===== src/include/imcs_pkg.sv =====
// constants and types for the i2c master command sequencer
package imcs_pkg;
  localparam int          ADDR_W     = 8;
  localparam logic [7:0]  CMD_OFS    = 8'h00;
  localparam logic [7:0]  STAT_OFS   = 8'h04;
  localparam logic [31:0] CMD_RST    = 32'h0;
  localparam int          CMD_W      = 26;
  localparam int          DIR_BIT    = 0;
  localparam int          ALO_LSB    = 1;
  localparam int          AHI_LSB    = 8;
  localparam int          SB_BIT     = 11;
  localparam int          AM_LSB     = 12;
  localparam int          STOP_BIT   = 14;
  localparam int          LEN_LSB    = 15;
  localparam int          LEN_W      = 11;
  localparam int          ST_BUSY    = 0;
  localparam int          ST_ERR     = 1;
  localparam int          ST_HOLD    = 2;
  localparam int          ST_ACK     = 3;
  localparam int          ST_CNT_LSB = 8;
  localparam logic [1:0]  AM_GC      = 2'h0;
  localparam logic [1:0]  AM_7       = 2'h1;
  localparam logic [1:0]  AM_10      = 2'h2;
  localparam logic [7:0]  START_BYTE = 8'h01;
  localparam logic [4:0]  TEN_PFX    = 5'h1e;
  localparam int          CLK_HZ     = 20000000;
  localparam int          QTR_NS     = 2500;
  localparam int          QTR_CYC    = (QTR_NS * (CLK_HZ / 1000000)) / 1000;
  typedef enum logic [5:0] {
    S_IDLE  = 6'h01,
    S_START = 6'h02,
    S_LOAD  = 6'h04,
    S_BIT   = 6'h08,
    S_RXH   = 6'h10,
    S_STOP  = 6'h20
  } imcs_state_e;
  typedef enum logic [2:0] {
    PH_SB    = 3'h0,
    PH_ADDR1 = 3'h1,
    PH_ADDR2 = 3'h2,
    PH_ADDR3 = 3'h3,
    PH_DATA  = 3'h4
  } imcs_phase_e;
endpackage


===== src/design/imcs_top.sv =====
// i2c master command sequencer: command register, byte sequencer and bit engine
//
// Decided for this implementation: the address map and strobed register access.
`timescale 1ns/1ns
module imcs_top #(
  parameter int QTR_CYC = imcs_pkg::QTR_CYC
) (
  input  wire logic                        ref_clk_i,
  input  wire logic                        nrst_i,
  input  wire logic [imcs_pkg::ADDR_W-1:0] reg_addr_i,
  input  wire logic [31:0]                 reg_wdata_i,
  input  wire logic                        reg_wr_i,
  input  wire logic                        reg_rd_i,
  output logic      [31:0]                 reg_rdata_o,
  input  wire logic [7:0]                  tx_data_i,
  input  wire logic                        tx_valid_i,
  output logic                             tx_ready_o,
  output logic      [7:0]                  rx_data_o,
  output logic                             rx_valid_o,
  input  wire logic                        rx_ready_i,
  input  wire logic                        scl_i,
  output logic                             scl_o,
  output logic                             scl_oe_o,
  input  wire logic                        sda_i,
  output logic                             sda_o,
  output logic                             sda_oe_o
);
  import imcs_pkg::*;
  localparam int DIV_W = $clog2(QTR_CYC + 1);

  logic [1:0]       rst_sync_r;
  logic             rst_n;
  logic             scl_meta_r, scl_s_r, sda_meta_r, sda_s_r;
  logic [DIV_W-1:0] div_r;
  imcs_state_e      state_r, state_nxt;
  imcs_phase_e      phase_r, phase_nxt;
  logic [CMD_W-1:0] cmd_r;
  logic [LEN_W-1:0] count_r, count_nxt;
  logic [7:0]       shift_r, shift_nxt;
  logic [3:0]       bit_r, bit_nxt;
  logic [1:0]       q_r, q_nxt;
  logic             scl_low_r, scl_low_nxt, sda_low_r, sda_low_nxt;
  logic             pend_r, pend_nxt, hold_r, hold_nxt, err_r, err_nxt, err_set;
  logic             ack_r, ack_nxt;
  logic [31:0]      rdata_r;

  always_ff @(posedge ref_clk_i or negedge nrst_i) begin
    if (!nrst_i) rst_sync_r <= 2'b00;
    else rst_sync_r <= {rst_sync_r[0], 1'b1};
  end
  assign rst_n = rst_sync_r[1];

  // bus pins are asynchronous to ref_clk_i
  always_ff @(posedge ref_clk_i or negedge rst_n) begin
    if (!rst_n) begin
      {scl_meta_r, scl_s_r, sda_meta_r, sda_s_r} <= 4'hf;
    end else begin
      scl_meta_r <= scl_i;
      scl_s_r    <= scl_meta_r;
      sda_meta_r <= sda_i;
      sda_s_r    <= sda_meta_r;
    end
  end

  wire tick_w = (div_r == '0);
  always_ff @(posedge ref_clk_i or negedge rst_n) begin
    if (!rst_n) div_r <= '0;
    else div_r <= tick_w ? DIV_W'(QTR_CYC - 1) : div_r - 1'b1;
  end

  // command fields
  wire             dir_w  = cmd_r[DIR_BIT];
  wire [6:0]       alo_w  = cmd_r[ALO_LSB +: 7];
  wire [2:0]       ahi_w  = cmd_r[AHI_LSB +: 3];
  wire             sb_w   = cmd_r[SB_BIT];
  wire [1:0]       am_w   = cmd_r[AM_LSB +: 2];
  wire             stop_w = cmd_r[STOP_BIT];
  wire [LEN_W-1:0] len_w  = cmd_r[LEN_LSB +: LEN_W];
  wire             is_rd_w = dir_w && (am_w != AM_GC);
  wire             is_10_w = (am_w == AM_10);
  wire             rx_mode_w = is_rd_w && (phase_r == PH_DATA);
  wire             busy_w = pend_r || (state_r != S_IDLE);

  // address byte per phase; general call ignores direction and address
  wire [7:0] ten_hi_w = {TEN_PFX, ahi_w[2:1], 1'b0};
  wire [7:0] a1_w = (am_w == AM_GC) ? 8'h00 : is_10_w ? ten_hi_w : {alo_w, dir_w};
  wire [7:0] addr_byte_w = (phase_r == PH_SB)    ? START_BYTE :
                           (phase_r == PH_ADDR1) ? a1_w :
                           (phase_r == PH_ADDR2) ? {ahi_w[0], alo_w} :
                           {TEN_PFX, ahi_w[2:1], 1'b1};

  // register decode
  wire wr_cmd_w   = reg_wr_i && (reg_addr_i == CMD_OFS);
  wire wr_stat_w  = reg_wr_i && (reg_addr_i == STAT_OFS);
  wire cmd_take_w = wr_cmd_w && !busy_w;
  wire err_clr_w  = (wr_stat_w && reg_wdata_i[ST_ERR]) || cmd_take_w;
  wire go_w = (state_r == S_IDLE) && pend_r && (is_rd_w || len_w == '0 || tx_valid_i);
  wire last_rx_w = (count_r == LEN_W'(1));
  wire out_bit_w = (bit_r < 4'd8) ? (rx_mode_w || shift_r[7]) : (!rx_mode_w || last_rx_w);
  wire [31:0] stat_w = {13'h0, count_r, 4'h0, ack_r, hold_r, err_r, busy_w};
  wire [31:0] rd_mux_w = (reg_addr_i == CMD_OFS)  ? {{(32-CMD_W){1'b0}}, cmd_r} :
                         (reg_addr_i == STAT_OFS) ? stat_w : 32'h0;

  assign tx_ready_o  = (state_r == S_LOAD) && (phase_r == PH_DATA) && !is_rd_w && tx_valid_i;
  assign rx_valid_o  = (state_r == S_RXH);
  assign rx_data_o   = shift_r;
  assign scl_o       = 1'b0;
  assign sda_o       = 1'b0;
  assign scl_oe_o    = scl_low_r;
  assign sda_oe_o    = sda_low_r;
  assign reg_rdata_o = rdata_r;

  always_comb begin
    state_nxt   = state_r;
    phase_nxt   = phase_r;
    count_nxt   = count_r;
    shift_nxt   = shift_r;
    bit_nxt     = bit_r;
    q_nxt       = q_r;
    scl_low_nxt = scl_low_r;
    sda_low_nxt = sda_low_r;
    pend_nxt    = pend_r || cmd_take_w;
    hold_nxt    = hold_r;
    ack_nxt     = ack_r;
    err_set     = 1'b0;
    case (state_r)
      S_IDLE: begin
        if (go_w) begin
          state_nxt = S_START;
          q_nxt     = 2'd0;
          pend_nxt  = 1'b0;
          count_nxt = len_w;
          phase_nxt = sb_w ? PH_SB : PH_ADDR1;
        end
      end
      S_START: if (tick_w) begin
        case (q_r)
          2'd0: begin sda_low_nxt = 1'b0; q_nxt = 2'd1; end
          2'd1: begin scl_low_nxt = 1'b0; q_nxt = 2'd2; end
          2'd2: if (scl_s_r && sda_s_r) begin
            sda_low_nxt = 1'b1;
            q_nxt       = 2'd3;
          end
          default: begin
            scl_low_nxt = 1'b1;
            q_nxt       = 2'd0;
            hold_nxt    = 1'b0;
            state_nxt   = S_LOAD;
          end
        endcase
      end
      S_LOAD: begin
        // a write byte waits here with the clock held low
        if (phase_r != PH_DATA || is_rd_w || tx_valid_i) begin
          shift_nxt = (phase_r == PH_DATA) ? tx_data_i : addr_byte_w;
          bit_nxt   = 4'd0;
          q_nxt     = 2'd0;
          state_nxt = S_BIT;
        end
      end
      S_BIT: if (tick_w) begin
        case (q_r)
          2'd0: begin sda_low_nxt = !out_bit_w; q_nxt = 2'd1; end
          2'd1: begin scl_low_nxt = 1'b0; q_nxt = 2'd2; end
          2'd2: if (scl_s_r) begin
            // a slow target stretches here
            if (bit_r < 4'd8) shift_nxt = {shift_r[6:0], sda_s_r};
            else ack_nxt = sda_s_r;
            q_nxt = 2'd3;
          end
          default: begin
            scl_low_nxt = 1'b1;
            q_nxt       = 2'd0;
            if (bit_r == 4'd7 && rx_mode_w) begin
              bit_nxt   = 4'd8;
              state_nxt = S_RXH;
            end else if (bit_r != 4'd8) begin
              bit_nxt = bit_r + 4'd1;
            end else if (ack_r && !rx_mode_w && phase_r != PH_SB) begin
              err_set   = 1'b1;
              sda_low_nxt = 1'b1;
              state_nxt = S_STOP;
            end else begin
              state_nxt = S_LOAD;
              case (phase_r)
                PH_SB:    begin phase_nxt = PH_ADDR1; state_nxt = S_START; end
                PH_ADDR1: if (is_10_w) phase_nxt = PH_ADDR2;
                          else phase_nxt = PH_DATA;
                PH_ADDR2: if (is_rd_w) begin phase_nxt = PH_ADDR3; state_nxt = S_START; end
                          else phase_nxt = PH_DATA;
                PH_ADDR3: phase_nxt = PH_DATA;
                default:  count_nxt = count_r - LEN_W'(1);
              endcase
              if ((phase_r == PH_DATA && last_rx_w) ||
                  (phase_nxt == PH_DATA && phase_r != PH_DATA && count_r == '0)) begin
                if (stop_w) begin
                  sda_low_nxt = 1'b1;
                  state_nxt   = S_STOP;
                end else begin
                  hold_nxt  = 1'b1;
                  state_nxt = S_IDLE;
                end
              end
            end
          end
        endcase
      end
      S_RXH: begin
        if (rx_ready_i) state_nxt = S_BIT;
      end
      S_STOP: if (tick_w) begin
        case (q_r)
          2'd0: begin sda_low_nxt = 1'b1; q_nxt = 2'd1; end
          2'd1: begin scl_low_nxt = 1'b0; q_nxt = 2'd2; end
          2'd2: if (scl_s_r) q_nxt = 2'd3;
          default: begin
            sda_low_nxt = 1'b0;
            q_nxt       = 2'd0;
            hold_nxt    = 1'b0;
            state_nxt   = S_IDLE;
          end
        endcase
      end
      default: state_nxt = S_IDLE;
    endcase
    err_nxt = err_set || (err_r && !err_clr_w);
  end

  always_ff @(posedge ref_clk_i or negedge rst_n) begin
    if (!rst_n) begin
      state_r <= S_IDLE;
      phase_r <= PH_ADDR1;
      cmd_r   <= CMD_RST[CMD_W-1:0];
      count_r <= '0;
      shift_r <= 8'h00;
      bit_r   <= 4'h0;
      q_r     <= 2'h0;
      {scl_low_r, sda_low_r, pend_r, hold_r, err_r, ack_r} <= 6'h00;
      rdata_r <= 32'h0;
    end else begin
      state_r <= state_nxt;
      phase_r <= phase_nxt;
      if (cmd_take_w) cmd_r <= reg_wdata_i[CMD_W-1:0];
      count_r <= count_nxt;
      shift_r <= shift_nxt;
      bit_r   <= bit_nxt;
      q_r     <= q_nxt;
      {scl_low_r, sda_low_r, pend_r, hold_r, err_r, ack_r} <=
        {scl_low_nxt, sda_low_nxt, pend_nxt, hold_nxt, err_nxt, ack_nxt};
      rdata_r <= reg_rd_i ? rd_mux_w : 32'h0;
    end
  end
endmodule // imcs_top


===== config.mk =====
export PLATFORM = sky130hd
export DESIGN_NAME = imcs_top
export DESIGN_NICKNAME = d
export VERILOG_FILES = /design/src/include/imcs_pkg.sv /design/src/design/imcs_top.sv
export SDC_FILE = /design/constraint.sdc
export NUM_CORES = 1
export LEC_CHECK = 0
export BUFFER_PORTS_ARGS = -buffer_cell sky130_fd_sc_hd__buf_2
export CAP_MARGIN = 10
export CORE_UTILIZATION = 35
export CTS_CLUSTER_DIAMETER = 40
export DETAILED_ROUTE_END_ITERATION = 10
export PLACE_DENSITY = 0.66
export SLEW_MARGIN = 5
export SYNTH_ARGS = -nofsm -noshare
export SYNTH_HDL_FRONTEND = slang
export SYNTH_SLANG_ARGS = --single-unit

===== constraint.sdc =====
create_clock -name ref_clk_i -period 4.1 [get_ports ref_clk_i]
set_clock_uncertainty 0.1 [all_clocks]
set_input_delay 0.41 -clock ref_clk_i [delete_from_list [all_inputs] [get_ports ref_clk_i]]
set_output_delay 0.41 -clock ref_clk_i [all_outputs]
set_load 0.01 [all_outputs]

# Word level (Yosys, flattened, before mapping)
# Index checks and enable logic that the tools add are counted.
classes:
  addsub: 3
  order_cmp: 1
  n_eq_ne: 55
  n_mux: 110
  bitwise_logic: 1
  reduce_logical: 67
op_table:
  columns: ["operator", "count"]
  rows:
  - ["6-bit 2-to-1 mux", 15]
  - ["8-bit 2-to-1 mux", 11]
  - ["11-bit 2-to-1 mux", 7]
  - ["26-bit 2-to-1 mux", 2]
  - ["3-bit 2-to-1 mux", 15]
  - ["2-bit != test, second input constant", 20]
  - ["6-bit case mux with 6 select lines", 1]
  - ["1-bit 2-to-1 mux", 31]
  - ["3-bit != test, second input constant", 8]
  - ["11-bit zero test", 2]
  - ["11-bit case mux with 2 select lines", 1]
  - ["4-bit 2-to-1 mux", 5]
  - ["10-bit AND reduction", 2]
  - ["1-bit logical AND", 19]
  - ["19-bit 2-to-1 mux", 1]
  - ["8-bit case mux with 2 select lines", 1]
  - ["5-bit AND reduction", 3]
  - ["7-bit AND reduction", 2]
  - ["2-bit 2-to-1 mux", 6]
  - ["2-bit by 1-bit != test with 1-bit output, second input constant", 6]
  - ["4-bit != test, second input constant", 3]
  - ["1-bit case mux with 2 select lines", 6]
  - ["2-bit case mux with 3 select lines", 2]
  - ["3-bit case mux with 2 select lines", 2]
  - ["other kinds (39)", 66]
word_totals:
  regBits: 104
  in_bits: 56
  word_cells: 257

# Depth between registers and ports, before layout
logic_depth:
  word_depth: 23
  ltp_mapped: 9

# Worst setup path after synthesis
# Ideal clock, no wire load.
synth_timing:
  path_kind: "input to register"
  start: "input port reg_addr_i[5] (netlist bit)"
  end: "register cmd_r[10]"
  arrival_ps: 2172
  path_slack_ps: 1703
  stages: 7
  n_path_buf: 2
  cell_sequence: "or4_4 > nor4_4 > nand2_1 > or4_1 > buf_6 > buf_6 > mux2_4"
synth_via:
  elab_chain_cells: 3
synth_lines:
  columns: ["element", "line", "source"]
  rows:
  - ["start: declaration", "imcs_top.sv:10", "input wire logic [imcs_pkg::ADDR_W-1:0] reg_addr_i,"]
  - ["8-bit zero test", "imcs_top.sv:93", "wire wr_cmd_w = reg_wr_i && (reg_addr_i == CMD_OFS);"]
  - ["1-bit logical AND", "imcs_top.sv:93", null]
  - ["1-bit logical AND", "imcs_top.sv:95", "wire cmd_take_w = wr_cmd_w && !busy_w;"]
  - ["end signal: assignment", "imcs_top.sv:233", "cmd_r <= CMD_RST[CMD_W-1:0];"]
  - ["end signal: assignment", "imcs_top.sv:243", "if (cmd_take_w) cmd_r <= reg_wdata_i[CMD_W-1:0];"]
  - ["end: declaration", "imcs_top.sv:37", "logic [CMD_W-1:0] cmd_r;"]
# No other way between the ends.
# A chain may end at the register's enable or synchronous reset.

# Worst setup path after layout
layout_timing:
  start: "register state_r[3]"
  end: "register cmd_r[11]"
layout_via:
  elab_chain_cells: 4
layout_lines:
  columns: ["element", "line", "source"]
  rows:
  - ["start: declaration", "imcs_top.sv:35", "imcs_state_e state_r, state_nxt;"]
  - ["start signal: assignment", "imcs_top.sv:241", "state_r <= state_nxt;"]
  - ["6-bit by 1-bit != test with 1-bit output", "imcs_top.sv:82", "wire busy_w = pend_r || (state_r != S_IDLE);"]
  - ["1-bit logical OR", "imcs_top.sv:82", null]
  - ["1-bit zero test", "imcs_top.sv:95", null]
  - ["1-bit logical AND", "imcs_top.sv:95", null]
# No other way between the ends.

==> results.toml <==
[run_status]
outcome = "completed"

[worst_hold_path]
whs_endpoint = "scl_meta_r$_DFF_PN1_"
min_path_type = "input port to flop"
hp-start = "scl_i"
hold_depth = 1

[worst_setup_path]
cp-start-kind = "flop"
crit_arrival_ns = 3.32
r2r_setup_slack_ns = 0.92
rr_worst_depth = 5
cp_data_required_time_ns = 4.25
critPathLaunch = "state_r[3]$_DFFE_PN0P_"
reg2reg_to = "cmd_r[11]$_DFFE_PN0P_"
endpoint_kind = "flop"
path_class = "flop to flop"
worstPathMaxFanout = 16
r2r-start = "state_r[3]$_DFFE_PN0P_"

[floorplanning]
rows = 45
pin_count = 102
die_h_um = 128
coreArea_um2 = 15300
die_area_um2 = 16300
die_w_um = 128
start_util_pct = 36.1

[logic_synthesis]
synth_edf_count = 0
synth_cell_types = 65
async_reset_ff_share_pct = 100
synth_seq_cells = 104
yosysMostFrequentCell = "dfrtp_1"
synth_area_per_cell_um2 = 10.1
syn_inst = 548
ys.flop_type = "dfrtp_1"
syn_area_um2 = 5520
yosysTopAreaCellShare_pct = 44.4
synth_largest_area_cell = "dfrtp_1"
ys_top_cells_by_area = "dfrtp_1, mux2_4, o21ai_0, a21oi_1, nor2_1"
synthTopCellsByCount = "dfrtp_1, nor2_1, o21ai_0"
yosysSeqAreaShare_pct = 47.2
yosysWarnings = 0

[cts]
cts_root_buf = "clkbuf_16"
path_clk_slew_ns = 0.07
cts_tree = "done"
cts_made_buffers = 9
clk_latency_ns = 0.36
ctsHtreeMaxLevel = 3
clockBufferDepth = 2
clkSinkCount = 104

[pwr]
ir_drop_uv = 301
power_density_nw_per_um2 = 496
cellLeakagePower_nw = 2.99

[timing]
worst_slew_margin_rel_pct = 35.7
finalCritPeriodShare_pct = 77.5
tns_ns = 0
hold_viol = 0
rsz0062_at_grt = "no"
fmax_mhz = 315
worst_slew_pin_slew_ns = 0.965
setup_violations = 0
maxSlewViolCount = 0
fin_crit_ns = 3.18

[placement]
placedCellCount = 821
port_buffers = 87
gp_congestion = 0.855
detailed_place_hpwl_um = 9760

[cells_and_area]
nFillCells = 1513
layoutNonFillerInstCount = 838
syn_to_final_growth_pct = 16.0
num-nets-final = 689
seq_area_um2 = 2610
insertedDiodeCount = 0
layout-drive-gt1-share_pct = 25.0
multi_input_area_um2 = 2660

[grt]
grt_pass1_vias = 4295
antenna_found_initial = 0
grt_max_degree = 74
grt_pass1_wl_um = 22000
globalRouteOverflowTotal = 0
grt_use_total_pct = 17.2

[routing]
drtIter0Drc = 380
antenna_left = 0
vias = 4435
routedWlPerCell_um = 16.0
finalWirelength_um = 13400
vias_per_cell = 5.29
drcViolationCount = 0
drt_first_pass_iters = 5

[flow_run]
maxCapViolCount = 0
-- worst max path at each step --
stage	endpoint	cells after the start	slack, ns
after global placement	cmd_r[16]$_DFFE_PN0P_	5	1.0
final	cmd_r[11]$_DFFE_PN0P_	5	0.92
after global routing	cmd_r[11]$_DFFE_PN0P_	5	0.68
after CTS	cmd_r[11]$_DFFE_PN0P_	5	0.92
after floorplan	ack_r$_DFFE_PN0P_	0	0.90
after detailed placement	cmd_r[11]$_DFFE_PN0P_	5	0.93
-- registers in the layout, summed over array words and instances (netlist names), 2 cells and up --
signal and flops:
phase_r 3, state_r 6, bit_r 4, q_r 2, div_r 6, rx_data_o 8, cmd_r 26, count_r 11
reg_rdata_o 26, rst_sync_r 2
-- critical path: stages (launching register included) --
cell	delay (ns)
dfrtp_1	0.51
nor4_1	0.53
nand3b_1	0.29
or4_1	0.92
buf_4	0.38
mux2_4	0.32
-- cell families (layout without fill, tap and decap cells) --
group	count (synthesis)	in the layout	synth area share (%)
fa+ha+maj	11	11	2.49
simple gates	173	173	17.0
buf+inv	59	131	5.07
compound gates	147	147	16.8
flops	104	104	47.2
other cells	2	9	0.136
xor+xnor	4	4	0.634
mux	48	48	10.6
-- layout by cell type, fill, tap and decap left out, drive strengths merged, types with 15 or more instances in the layout --
| cell type | n |
|---|---|
| nor2 | 50 |
| inv | 24 |
| o21ai | 43 |
| buf | 92 |
| mux2i | 17 |
| a21oi | 37 |
| nand3 | 15 |
| mux2 | 31 |
| dfrtp | 98 |
| nand2 | 30 |
-- routing by layer --
metal | share of wire [%] | global-route usage, %
met4 | 1.7 | 7.06
met2 | 47 | 27.5
met5 | 0 | 0
met3 | 5.4 | 4.10
met1 | 45 | 22.5
-- stage by stage --
stage / util (%) / worst slack (ns) / area (µm²) / hold WS, ns / total power, mW
after floorplan: - / 0.899 / 5550 / 0.0144 / 2.05
after global placement: 39.8 / 1.00 / 6090 / 0.0953 / 2.27
after detailed placement: 39.8 / 0.934 / 6090 / 0.0967 / 2.30
after CTS: 41.8 / 0.922 / 6410 / 0.0335 / 3.20
after global routing: 41.8 / 0.683 / 6410 / 0.0400 / 3.38
final: 41.8 / 0.924 / 6410 / 0.0511 / 3.18
-- area by class of cell --
type,count,area share [%]
Clock inverter,5,0.957
Tap cell,211,4.12
Timing Repair Buffer,93,7.54
Inverter,22,1.29
Sequential cell,104,40.8
Multi-Input combinational cell,392,41.5
Clock buffer,11,3.79
-- power by group --
group	switching [mW]	internal, mW	leakage (nW)
registers	0.227	1.16	1.37
logic	0.495	0.418	1.48
clock network	0.388	0.495	0.151
-- what timing repair did --
item / CTS / global route
setup buffers: 0 / 0
resized for setup: 0 / 0
hold endpoints to repair: 2 / 0
hold buffers: 1 / 0
No activity file was read; power rests on OpenSTA's default activity.
